===== config.mk =====
export PLATFORM = sky130hd
export DESIGN_NAME = two_level_irq_controller
export DESIGN_NICKNAME = d
export VERILOG_FILES = /design/src/rtl/irq_ctrl_pkg.sv /design/src/rtl/two_level_irq_controller.sv /design/src/rtl/irq_arbiter.sv
export SDC_FILE = /design/constraint.sdc
export NUM_CORES = 1
export LEC_CHECK = 0
export ABC_AREA = 1
export BUFFER_PORTS_ARGS = -buffer_cell sky130_fd_sc_hd__buf_4
export CAP_MARGIN = 10
export CORE_ASPECT_RATIO = 1.25
export CORE_MARGIN = 5
export CORE_UTILIZATION = 35
export CTS_BUF_LIST = sky130_fd_sc_hd__clkbuf_4
export DETAILED_ROUTE_END_ITERATION = 8
export PLACE_DENSITY_LB_ADDON = 0.1
export SLEW_MARGIN = 20
export SYNTH_ARGS = -nofsm -noshare
export SYNTH_HDL_FRONTEND = slang
export SYNTH_SLANG_ARGS = --single-unit

===== constraint.sdc =====
create_clock -name sys_clk -period 4.03 [get_ports sys_clk]
set_clock_uncertainty 0.15 [all_clocks]
set_input_delay 0.806 -clock sys_clk [delete_from_list [all_inputs] [get_ports sys_clk]]
set_output_delay 0.806 -clock sys_clk [all_outputs]
set_load 0.02 [all_outputs]

===== src/rtl/irq_ctrl_pkg.sv =====
// Constants, register map and vector table of the two-level interrupt controller
package irq_ctrl_pkg;

	// ****************************************
	// Bus and register map
	// ****************************************
	localparam int         ADDR_W         = 12;
	localparam int         DATA_W         = 32;
	localparam int         IDX_LSB        = 2;
	localparam int         IDX_W          = 8;
	// Register indices; byte address is four times the index
	localparam logic [7:0] IDX_STD_GATE   = 8'hA8;
	localparam logic [7:0] IDX_STD_PRIO   = 8'hB8;
	localparam logic [7:0] IDX_POLARITY   = 8'hE9;
	localparam logic [7:0] IDX_LINE_PRIO  = 8'hF8;
	localparam logic [7:0] IDX_LINE_GATE  = 8'hA9;
	localparam logic [7:0] IDX_LINE_REQ   = 8'hC0;
	localparam logic [7:0] IDX_EVT_STATUS = 8'hD0;
	localparam logic [7:0] IDX_EVT_CLEAR  = 8'hD1;
	localparam logic [7:0] IDX_EVT_ENABLE = 8'hD2;
	localparam logic [7:0] REG_RESET      = 8'h00;
	localparam logic [3:0] EVT_RESET      = 4'h0;

	// ****************************************
	// Field positions of the standard gate and priority registers
	// ****************************************
	localparam int BIT_PIN0   = 0;
	localparam int BIT_T0     = 1;
	localparam int BIT_PIN1   = 2;
	localparam int BIT_T1     = 3;
	localparam int BIT_UART   = 4;
	localparam int BIT_T2     = 5;
	localparam int BIT_MASTER = 7;
	localparam logic [7:0] STD_GATE_MASK = 8'hBF;
	localparam logic [7:0] STD_PRIO_MASK = 8'h3F;

	// ****************************************
	// Event status bits
	// ****************************************
	localparam int EVT_W         = 4;
	localparam int EVT_TAKEN     = 0;
	localparam int EVT_IDLE_WAKE = 1;
	localparam int EVT_PD_WAKE   = 2;
	localparam int EVT_LINE_REQ  = 3;

	// ****************************************
	// Sources in tie-break order, index 0 served first
	// ****************************************
	localparam int NUM_SRC   = 14;
	localparam int SRC_IDX_W = 4;
	localparam int NUM_LINE  = 8;
	localparam int ORD_PIN0  = 0;
	localparam int ORD_UART  = 1;
	localparam int ORD_L5    = 2;
	localparam int ORD_T0    = 3;
	localparam int ORD_L6    = 4;
	localparam int ORD_PIN1  = 5;
	localparam int ORD_L2    = 6;
	localparam int ORD_L7    = 7;
	localparam int ORD_T1    = 8;
	localparam int ORD_T2    = 9;
	localparam int ORD_L3    = 10;
	localparam int ORD_L8    = 11;
	localparam int ORD_L4    = 12;
	localparam int ORD_L9    = 13;

	typedef logic [15:0] vector_type;

	typedef enum logic [1:0]
	{
		APB_IDLE   = 2'b00,
		APB_ANSWER = 2'b01
	} apb_state_type;

	function automatic vector_type vectorOf(input logic [SRC_IDX_W-1:0] idx);
		vector_type v;
		v = 16'h0000;
		case (idx)
			4'h0: v = 16'h0003;
			4'h1: v = 16'h0023;
			4'h2: v = 16'h0053;
			4'h3: v = 16'h000B;
			4'h4: v = 16'h005B;
			4'h5: v = 16'h0013;
			4'h6: v = 16'h003B;
			4'h7: v = 16'h0063;
			4'h8: v = 16'h001B;
			4'h9: v = 16'h002B;
			4'hA: v = 16'h0043;
			4'hB: v = 16'h006B;
			4'hC: v = 16'h004B;
			4'hD: v = 16'h0073;
			default: v = 16'h0000;
		endcase
		return v;
	endfunction

endpackage


===== src/rtl/two_level_irq_controller.sv =====
// Fourteen-source two-level interrupt controller with APB register access
`timescale 1ns/1ps
// How it works
// - Each source has its own enable bit
// - Master gate bit blocks all interrupt requests to the core
// - Standard enable bits for six sources
// - Second enable register gates port-1 lines
// - One priority bit per source, two levels
// - Second priority register for port-1 lines
// - Port-1 lines level sensitive, wake power-down
// - Polarity register selects active level
// - Request flags set by hardware, software-cleared
// - Fixed vector per source
// - Fixed tie-break order within a level
// - Port-1 pins 0-7 carry lines 2-9
// - Interrupt offered to the core ends idle mode
// - Reset clears all controller registers except the pin synchronizers, which load ones
module two_level_irq_controller
(
	input  wire logic                                 sys_clk,
	input  wire logic                                 arst_n,
	// APB slave
	input  wire logic                                 psel,
	input  wire logic                                 penable,
	input  wire logic                                 pwrite,
	input  wire logic [irq_ctrl_pkg::ADDR_W-1:0]      paddr,
	input  wire logic [irq_ctrl_pkg::DATA_W-1:0]      pwdata,
	output logic [irq_ctrl_pkg::DATA_W-1:0]           prdata_r,
	output logic                                      pready_r,
	output logic                                      pslverr_r,
	// Standard sources, flags from on-chip logic
	input  wire logic                                 pin0Request,
	input  wire logic                                 pin1Request,
	input  wire logic                                 t0OverflowFlag,
	input  wire logic                                 t1OverflowFlag,
	input  wire logic                                 t2OverflowFlag,
	input  wire logic                                 t2ExternalFlag,
	input  wire logic                                 uartRxFlag,
	input  wire logic                                 uartTxFlag,
	// Port-1 pins, asynchronous
	input  wire logic [irq_ctrl_pkg::NUM_LINE-1:0]    port1Pin,
	// Processor core
	input  wire logic                                 irqAck,
	input  wire logic                                 irqReturn,
	input  wire logic                                 idleMode,
	input  wire logic                                 powerDown,
	output logic                                      irqReq_r,
	output irq_ctrl_pkg::vector_type                  irqVector_r,
	output logic                                      irqLevelHigh_r,
	output logic                                      idleWake_r,
	output logic                                      powerDownWake_r,
	output logic                                      irqOut_r
);
	import irq_ctrl_pkg::*;

	// ****************************************
	// Register bus
	// ****************************************
	apb_state_type        apbState_r;
	logic [IDX_W-1:0]     regIdx;
	logic                 mapped;
	logic                 wrStrobe;
	logic [7:0]           wrByte;
	logic [7:0]           rdByte;
	logic [7:0]           stdGate_r;
	logic [7:0]           stdPrio_r;
	logic [7:0]           polarity_r;
	logic [7:0]           linePrio_r;
	logic [7:0]           lineGate_r;
	logic [7:0]           lineReq_r;
	logic [7:0]           lineReq_nxt;
	logic [EVT_W-1:0]     evtStatus_r;
	logic [EVT_W-1:0]     evtStatus_nxt;
	logic [EVT_W-1:0]     evtEnable_r;
	logic [EVT_W-1:0]     evtSet;

	assign regIdx   = paddr[IDX_LSB +: IDX_W];
	assign wrByte   = pwdata[7:0];
	// A write lands only at the completing edge of the access phase
	assign wrStrobe = psel && penable && pready_r && pwrite && !pslverr_r;

	always_comb
	begin
		mapped = 1'b1;
		rdByte = 8'h00;
		unique case (regIdx)
			IDX_STD_GATE:   rdByte = stdGate_r;
			IDX_STD_PRIO:   rdByte = stdPrio_r;
			IDX_POLARITY:   rdByte = polarity_r;
			IDX_LINE_PRIO:  rdByte = linePrio_r;
			IDX_LINE_GATE:  rdByte = lineGate_r;
			IDX_LINE_REQ:   rdByte = lineReq_r;
			IDX_EVT_STATUS: rdByte = {4'h0, evtStatus_r};
			IDX_EVT_CLEAR:  rdByte = 8'h00;
			IDX_EVT_ENABLE: rdByte = {4'h0, evtEnable_r};
			default:        mapped = 1'b0;
		endcase
	end

	// One wait state: pready rises in the second access cycle
	always_ff @(posedge sys_clk or negedge arst_n)
	begin
		if (!arst_n)
		begin
			apbState_r <= APB_IDLE;
			pready_r   <= 1'b0;
			pslverr_r  <= 1'b0;
			prdata_r   <= '0;
		end
		else
		begin
			unique case (apbState_r)
				APB_IDLE:
				begin
					pready_r  <= 1'b0;
					pslverr_r <= 1'b0;
					if (psel && penable)
					begin
						apbState_r <= APB_ANSWER;
						pready_r   <= 1'b1;
						pslverr_r  <= !mapped;
						prdata_r   <= (!pwrite && mapped) ? {24'h000000, rdByte} : '0;
					end
				end
				APB_ANSWER:
				begin
					apbState_r <= APB_IDLE;
					pready_r   <= 1'b0;
					pslverr_r  <= 1'b0;
				end
				default:
				begin
					apbState_r <= APB_IDLE;
					pready_r   <= 1'b0;
					pslverr_r  <= 1'b0;
				end
			endcase
		end
	end

	// ****************************************
	// Configuration registers
	// ****************************************
	always_ff @(posedge sys_clk or negedge arst_n)
	begin
		if (!arst_n)
		begin
			stdGate_r   <= REG_RESET;
			stdPrio_r   <= REG_RESET;
			polarity_r  <= REG_RESET;
			linePrio_r  <= REG_RESET;
			lineGate_r  <= REG_RESET;
			evtEnable_r <= EVT_RESET;
		end
		else if (wrStrobe)
		begin
			if (regIdx == IDX_STD_GATE)
				stdGate_r <= wrByte & STD_GATE_MASK;
			if (regIdx == IDX_STD_PRIO)
				stdPrio_r <= wrByte & STD_PRIO_MASK;
			if (regIdx == IDX_POLARITY)
				polarity_r <= wrByte;
			if (regIdx == IDX_LINE_PRIO)
				linePrio_r <= wrByte;
			if (regIdx == IDX_LINE_GATE)
				lineGate_r <= wrByte;
			if (regIdx == IDX_EVT_ENABLE)
				evtEnable_r <= wrByte[EVT_W-1:0];
		end
	end

	// ****************************************
	// Port-1 lines and request flags
	// ****************************************
	logic [NUM_LINE-1:0] lineMeta_r;
	logic [NUM_LINE-1:0] lineSync_r;
	logic [NUM_LINE-1:0] lineActive;

	// Pin k feeds line k+2 at bit k; reset to the pulled-up idle level, no false request
	always_ff @(posedge sys_clk or negedge arst_n)
	begin
		if (!arst_n)
		begin
			lineMeta_r <= '1;
			lineSync_r <= '1;
		end
		else
		begin
			lineMeta_r <= port1Pin;
			lineSync_r <= lineMeta_r;
		end
	end

	// Level sensitive: polarity 1 means active high
	assign lineActive = ~(lineSync_r ^ polarity_r);

	// Hardware only sets; a write replaces the value but a set in the same cycle wins
	always_comb
	begin
		lineReq_nxt = lineReq_r;
		if (wrStrobe && regIdx == IDX_LINE_REQ)
			lineReq_nxt = wrByte;
		lineReq_nxt = lineReq_nxt | lineActive;
	end

	always_ff @(posedge sys_clk or negedge arst_n)
	begin
		if (!arst_n)
			lineReq_r <= REG_RESET;
		else
			lineReq_r <= lineReq_nxt;
	end

	// ****************************************
	// Source collection and arbitration
	// ****************************************
	logic [NUM_SRC-1:0]   pending;
	logic [NUM_SRC-1:0]   prioHigh;
	logic [7:0]           lineGated;
	logic                 winValid_r;
	logic                 winHigh_r;
	logic [SRC_IDX_W-1:0] winIdx_r;

	// A flag left set keeps the line pending after the routine returns
	assign lineGated = lineReq_r & lineGate_r;

	always_comb
	begin
		pending = '0;
		prioHigh = '0;
		pending[ORD_PIN0] = pin0Request && stdGate_r[BIT_PIN0];
		pending[ORD_T0]   = t0OverflowFlag && stdGate_r[BIT_T0];
		pending[ORD_PIN1] = pin1Request && stdGate_r[BIT_PIN1];
		pending[ORD_T1]   = t1OverflowFlag && stdGate_r[BIT_T1];
		pending[ORD_UART] = (uartRxFlag || uartTxFlag) && stdGate_r[BIT_UART];
		pending[ORD_T2]   = (t2OverflowFlag || t2ExternalFlag) && stdGate_r[BIT_T2];
		pending[ORD_L2]   = lineGated[0];
		pending[ORD_L3]   = lineGated[1];
		pending[ORD_L4]   = lineGated[2];
		pending[ORD_L5]   = lineGated[3];
		pending[ORD_L6]   = lineGated[4];
		pending[ORD_L7]   = lineGated[5];
		pending[ORD_L8]   = lineGated[6];
		pending[ORD_L9]   = lineGated[7];
		prioHigh[ORD_PIN0] = stdPrio_r[BIT_PIN0];
		prioHigh[ORD_T0]   = stdPrio_r[BIT_T0];
		prioHigh[ORD_PIN1] = stdPrio_r[BIT_PIN1];
		prioHigh[ORD_T1]   = stdPrio_r[BIT_T1];
		prioHigh[ORD_UART] = stdPrio_r[BIT_UART];
		prioHigh[ORD_T2]   = stdPrio_r[BIT_T2];
		prioHigh[ORD_L2]   = linePrio_r[0];
		prioHigh[ORD_L3]   = linePrio_r[1];
		prioHigh[ORD_L4]   = linePrio_r[2];
		prioHigh[ORD_L5]   = linePrio_r[3];
		prioHigh[ORD_L6]   = linePrio_r[4];
		prioHigh[ORD_L7]   = linePrio_r[5];
		prioHigh[ORD_L8]   = linePrio_r[6];
		prioHigh[ORD_L9]   = linePrio_r[7];
	end

	irq_arbiter arbiter
	(
		.sys_clk    (sys_clk),
		.arst_n     (arst_n),
		.pending    (pending),
		.prioHigh   (prioHigh),
		.winValid_r (winValid_r),
		.winHigh_r  (winHigh_r),
		.winIdx_r   (winIdx_r)
	);

	// ****************************************
	// In-service tracking and core request
	// ****************************************
	logic inSvcHigh_r;
	logic inSvcLow_r;
	logic inSvcHigh_nxt;
	logic inSvcLow_nxt;
	logic eligible;

	always_comb
	begin
		inSvcHigh_nxt = inSvcHigh_r;
		inSvcLow_nxt  = inSvcLow_r;
		// Return ends the innermost routine, which is the high one if any
		if (irqReturn)
		begin
			if (inSvcHigh_r)
				inSvcHigh_nxt = 1'b0;
			else
				inSvcLow_nxt = 1'b0;
		end
		if (irqAck && irqReq_r)
		begin
			if (irqLevelHigh_r)
				inSvcHigh_nxt = 1'b1;
			else
				inSvcLow_nxt = 1'b1;
		end
	end

	// Same or lower level waits; high preempts only a low routine
	assign eligible = winValid_r && stdGate_r[BIT_MASTER] && !inSvcHigh_nxt
		&& (winHigh_r || !inSvcLow_nxt);

	always_ff @(posedge sys_clk or negedge arst_n)
	begin
		if (!arst_n)
		begin
			inSvcHigh_r    <= 1'b0;
			inSvcLow_r     <= 1'b0;
			irqReq_r       <= 1'b0;
			irqVector_r    <= '0;
			irqLevelHigh_r <= 1'b0;
		end
		else
		begin
			inSvcHigh_r <= inSvcHigh_nxt;
			inSvcLow_r  <= inSvcLow_nxt;
			// Dropped for one cycle after an ack so a stale winner is not offered twice
			irqReq_r    <= eligible && !irqAck;
			if (eligible && !irqAck)
			begin
				irqVector_r    <= vectorOf(winIdx_r);
				irqLevelHigh_r <= winHigh_r;
			end
		end
	end

	// ****************************************
	// Power management wake-ups
	// ****************************************
	always_ff @(posedge sys_clk or negedge arst_n)
	begin
		if (!arst_n)
		begin
			idleWake_r      <= 1'b0;
			powerDownWake_r <= 1'b0;
		end
		else
		begin
			idleWake_r      <= idleMode && eligible;
			// Wake needs the line enabled only, not the master gate
			powerDownWake_r <= powerDown && |(lineActive & lineGate_r);
		end
	end

	// ****************************************
	// Event status and interrupt output
	// ****************************************
	assign evtSet = {|(lineActive & ~lineReq_r), powerDown && |(lineActive & lineGate_r),
		idleMode && eligible, irqAck && irqReq_r};

	// Set wins over a clear in the same cycle
	always_comb
	begin
		evtStatus_nxt = evtStatus_r;
		if (wrStrobe && regIdx == IDX_EVT_CLEAR)
			evtStatus_nxt = evtStatus_nxt & ~wrByte[EVT_W-1:0];
		evtStatus_nxt = evtStatus_nxt | evtSet;
	end

	always_ff @(posedge sys_clk or negedge arst_n)
	begin
		if (!arst_n)
		begin
			evtStatus_r <= EVT_RESET;
			irqOut_r    <= 1'b0;
		end
		else
		begin
			evtStatus_r <= evtStatus_nxt;
			irqOut_r    <= |(evtStatus_nxt & evtEnable_r);
		end
	end

endmodule


===== src/rtl/irq_arbiter.sv =====
// Registered two-level winner selection among pending sources
`timescale 1ns/1ps
module irq_arbiter
(
	input  wire logic                                 sys_clk,
	input  wire logic                                 arst_n,
	input  wire logic [irq_ctrl_pkg::NUM_SRC-1:0]     pending,
	input  wire logic [irq_ctrl_pkg::NUM_SRC-1:0]     prioHigh,
	output logic                                      winValid_r,
	output logic                                      winHigh_r,
	output logic [irq_ctrl_pkg::SRC_IDX_W-1:0]        winIdx_r
);
	import irq_ctrl_pkg::*;

	// Lowest set bit wins; bit order is the tie-break order
	function automatic logic [SRC_IDX_W-1:0] firstSet(input logic [NUM_SRC-1:0] vec);
		logic [SRC_IDX_W-1:0] idx;
		idx = '0;
		for (int i = NUM_SRC - 1; i >= 0; i--)
		begin
			if (vec[i])
				idx = SRC_IDX_W'(i);
		end
		return idx;
	endfunction

	logic [NUM_SRC-1:0] highReq;

	assign highReq = pending & prioHigh;

	always_ff @(posedge sys_clk or negedge arst_n)
	begin
		if (!arst_n)
		begin
			winValid_r <= 1'b0;
			winHigh_r  <= 1'b0;
			winIdx_r   <= '0;
		end
		else
		begin
			winValid_r <= |pending;
			winHigh_r  <= |highReq;
			// High level first, then fixed order within the level
			winIdx_r   <= (|highReq) ? firstSet(highReq) : firstSet(pending);
		end
	end

endmodule


==> results.md <==
- Status: finished, final reports clean
- Leakage power: 2.81 nW
- Drt pass-1 iters: 5
- Most used flip-flop cell after synthesis: dfrtp_1
- R2R setup slack: between 2000 and 2500 ps
- Seq/Total Area, Yosys: 0.503
- Yosys top cell area share: 0.418
- Fin Setup TNS: 0 ps
- Switching share of power: 0.265
- Largest net degree at the start of global routing: a little over 40
- Postcts setup bufs: 0
- Total gr overflow: 0
- CTS Root Buffer Type: clkbuf_4
- Total die area: between 0.015 and 0.02 mm^2
- Post-synth top cells: nand2_1 (181), dfrtp_1 (82), o21ai_0 (65)
- Fmax: roughly 470 MHz
- Avg Vias per Cell: 4.84
- Max FO, Critical Path: 16
- CP Capture Type: register
- # setup viols final: 0
- Post-synthesis cell area: 0.00491 mm^2
- Final non-filler cell total: about 840
- Worst-Margin Slew: about 580 ps
- Die X: 116 um
- Hold-fix buffers, CTS: 0
- Fill cell count: about 1500
- Seq. cell area: between 0.002 and 0.0025 mm^2
- DRC violations left: 0
- Area leader, netlist: dfrtp_1
- Syn Area/Cell: ~8.4 um^2
- Vias in the first global route: 4001
- RSZ-0062 raised after global routing: false
- Ys Warns: 0
- Inst Count DP: 818
- Gpl congestion: between 0.9 and 1
- Die H: between 100 and 150 um
- Boundary Pins: 124
- Total GRT Usage: 0.167
- Flops & latches, synth: 98
- EDFF count, synth: 0
- PwrDens: 302 mW/mm^2
- Peak VDD IR: 0.000155 V
- DRC marker count from the first detailed-route iteration: between 200 and 250
- CTS sink cnt: 98
- Internal: 1.24 mW
- Initial antenna violation count: 1
- Largest cells by area after synthesis: dfrtp_1 (42%), nand2_1 (14%), dfstp_2 (8.6%), o21ai_0 (6.6%), buf_4 (5.3%)
- H-tree depth: 3
- Cells after synthesis: 588
- Via count: just over 4000
- Share of power burned in registers: 0.603
- Ys async rst share: 1.00
- P_sw: approximately 0.45 mW
- CTS tree: built
- WP data required: 4250 ps
- Hold Violations, Final: 0
- R2R depth: 3
- Initial core utilization: 0.356
- Logic gate share of total power: 0.084
- Startpoint Class: input port
- Tmin final: between 2000 and 2500 ps
- Post-layout nets: about 730
- Worst r2r src: pslverr_r$_DFF_PN0_
- Clk_lat worst skew: 460 ps
- Area delta synth->final: 13.3%
- CTS clk-pin slew, worst paths: about 140 ps
- Max-slew violation count: 0
- Reg-to-reg endpoint: stdGate_r[1]$_DFFE_PN0P_
- Post-detail-place hpwl: 10500 um
- Max-slew headroom: 0.609
- Tcrit/Tclk final: 0.528
- Proportion of layout cells with a drive suffix above 1: 0.170
- Multi-input gate area: 0.00207 mm^2
- Worst Path Arrival: roughly 2300 ps
- Post-CTS Resized: 0
- Synth cell types: 43
- First-pass GRT wire length: 21300 um
- Core region area: 0.0138 mm^2
- WL final: about 13000 um
- Max-cap violation count: 0
- WL/cell: approximately 16 um
- Post-layout util: 0.403
- Worst setup path category: input port to register
- Number of port buffers: slightly above 60
- Remaining antenna violation count: 0
- Longest Clk Path Bufs: 2
- Clock power share: 0.313
- Total Power: 1.68 mW
- Row count: 48
- Num CTS Buffers: 9
- Most frequent cell after synthesis: nand2_1
- Hold crit path type: input port to async pin
## metrics by stage
stage               worst slack (ps)  hold slack (ps)  cell area (um^2)
floorplan                       1940              195              5040
global placement                1420              196              5430
detailed placement              1440              197              5430
CTS                             1920              156              5560
global route                    1750              173              5570
finish                          1900              158              5570
## cell usage in the layout (no fill, tap or decap), drive strengths merged
cell type / instances
nand2: 184
dfrtp: 82
o21ai: 72
buf: 63
inv: 51
nor2: 35
conb: 34
nand3: 26
dfstp: 16
o211ai: 12
a21oi: 10
clkbuf: 9
nand4: 8
nor3: 8
xor2: 7
o22ai: 6
ha: 5
a31oi: 4
a211oi: 4
clkinv: 4
clkinvlp: 3
o21a: 2
mux2: 2
or2: 2
nor3b: 2
diode: 1
a21boi: 1
o21bai: 1
xnor2: 1
and3: 1
a221oi: 1
a22o: 1
a32oi: 1
bufinv: 1
## power by group through the flow
stage          registers, mW  logic (mW)  clock network (mW)
2_1_floorplan           1.03      0.0894                   0
3_3_place_gp            1.03       0.140                   0
3_5_place_dp            1.03       0.142                   0
4_1_cts                 1.02       0.142               0.551
5_1_grt                 1.02       0.158               0.593
6_report                1.01       0.141               0.526
## worst max-delay path by stage
stage                     startpoint                         to  depth (start not counted)
after floorplan             paddr[5]     lineReq_r[6]$_DFF_PN0_                          8
after global placement      paddr[8]  lineGate_r[1]$_DFFE_PN0P_                          9
after detailed placement        psel   stdGate_r[2]$_DFFE_PN0P_                          5
after CTS                       psel   stdGate_r[2]$_DFFE_PN0P_                          5
after global routing        paddr[6]  lineGate_r[5]$_DFFE_PN0P_                          8
final                       paddr[3]  lineGate_r[5]$_DFFE_PN0P_                          8
## metal layers
layer  vias to the layer above  wire, um  global-route usage
met1                      1929      5740               0.211
li1                       2000         -                   -
met3                        16       504              0.0208
met2                       100      6860               0.295
met5                         -         0                   0
met4                         0       215              0.0544
## cell type report
class | count | share of cell area
multi-input combinational | 430 | 0.371
clock inverter | 7 | 0.0126
sequential | 98 | 0.444
tap | 175 | 0.0393
inverter | 52 | 0.0351
timing repair buffer | 63 | 0.0850
antenna | 1 | 0.000450
clock buffer | 9 | 0.0121
## worst max-delay path, cell delays in order
cell,delay (ps)
buf_4,120
inv_1,60
nand2_1,80
nor2_1,180
nand2_1,230
inv_1,190
nand2_1,370
o21ai_0,300
## sequential cells by signal, summed over array words and instances (netlist names), 4 cells and up
name,cells
lineGate_r,8
lineMeta_r,8
linePrio_r,8
lineReq_r,8
lineSync_r,8
polarity_r,8
prdata_r,8
stdGate_r,7
stdPrio_r,6
irqVector_r,5
arbiter.winIdx_r,4
evtEnable_r,4
evtStatus_r,4
## kinds of logic (layout without fill, tap and decap cells)
| kind of cell | count (synthesis) | in the layout | share of synthesized area |
|---|---|---|---|
| AO/OA/AOI/OAI | 115 | 115 | 0.133 |
| XOR/XNOR | 8 | 8 | 0.0143 |
| adder cells (fa/ha/maj) | 5 | 5 | 0.0127 |
| buffers and inverters | 93 | 131 | 0.101 |
| flip-flops | 98 | 98 | 0.503 |
| multiplexers | 2 | 2 | 0.00458 |
| other | 1 | 35 | 0.000763 |
| AND/OR/NAND/NOR | 266 | 266 | 0.230 |
Power figures use the tool's default switching activity.
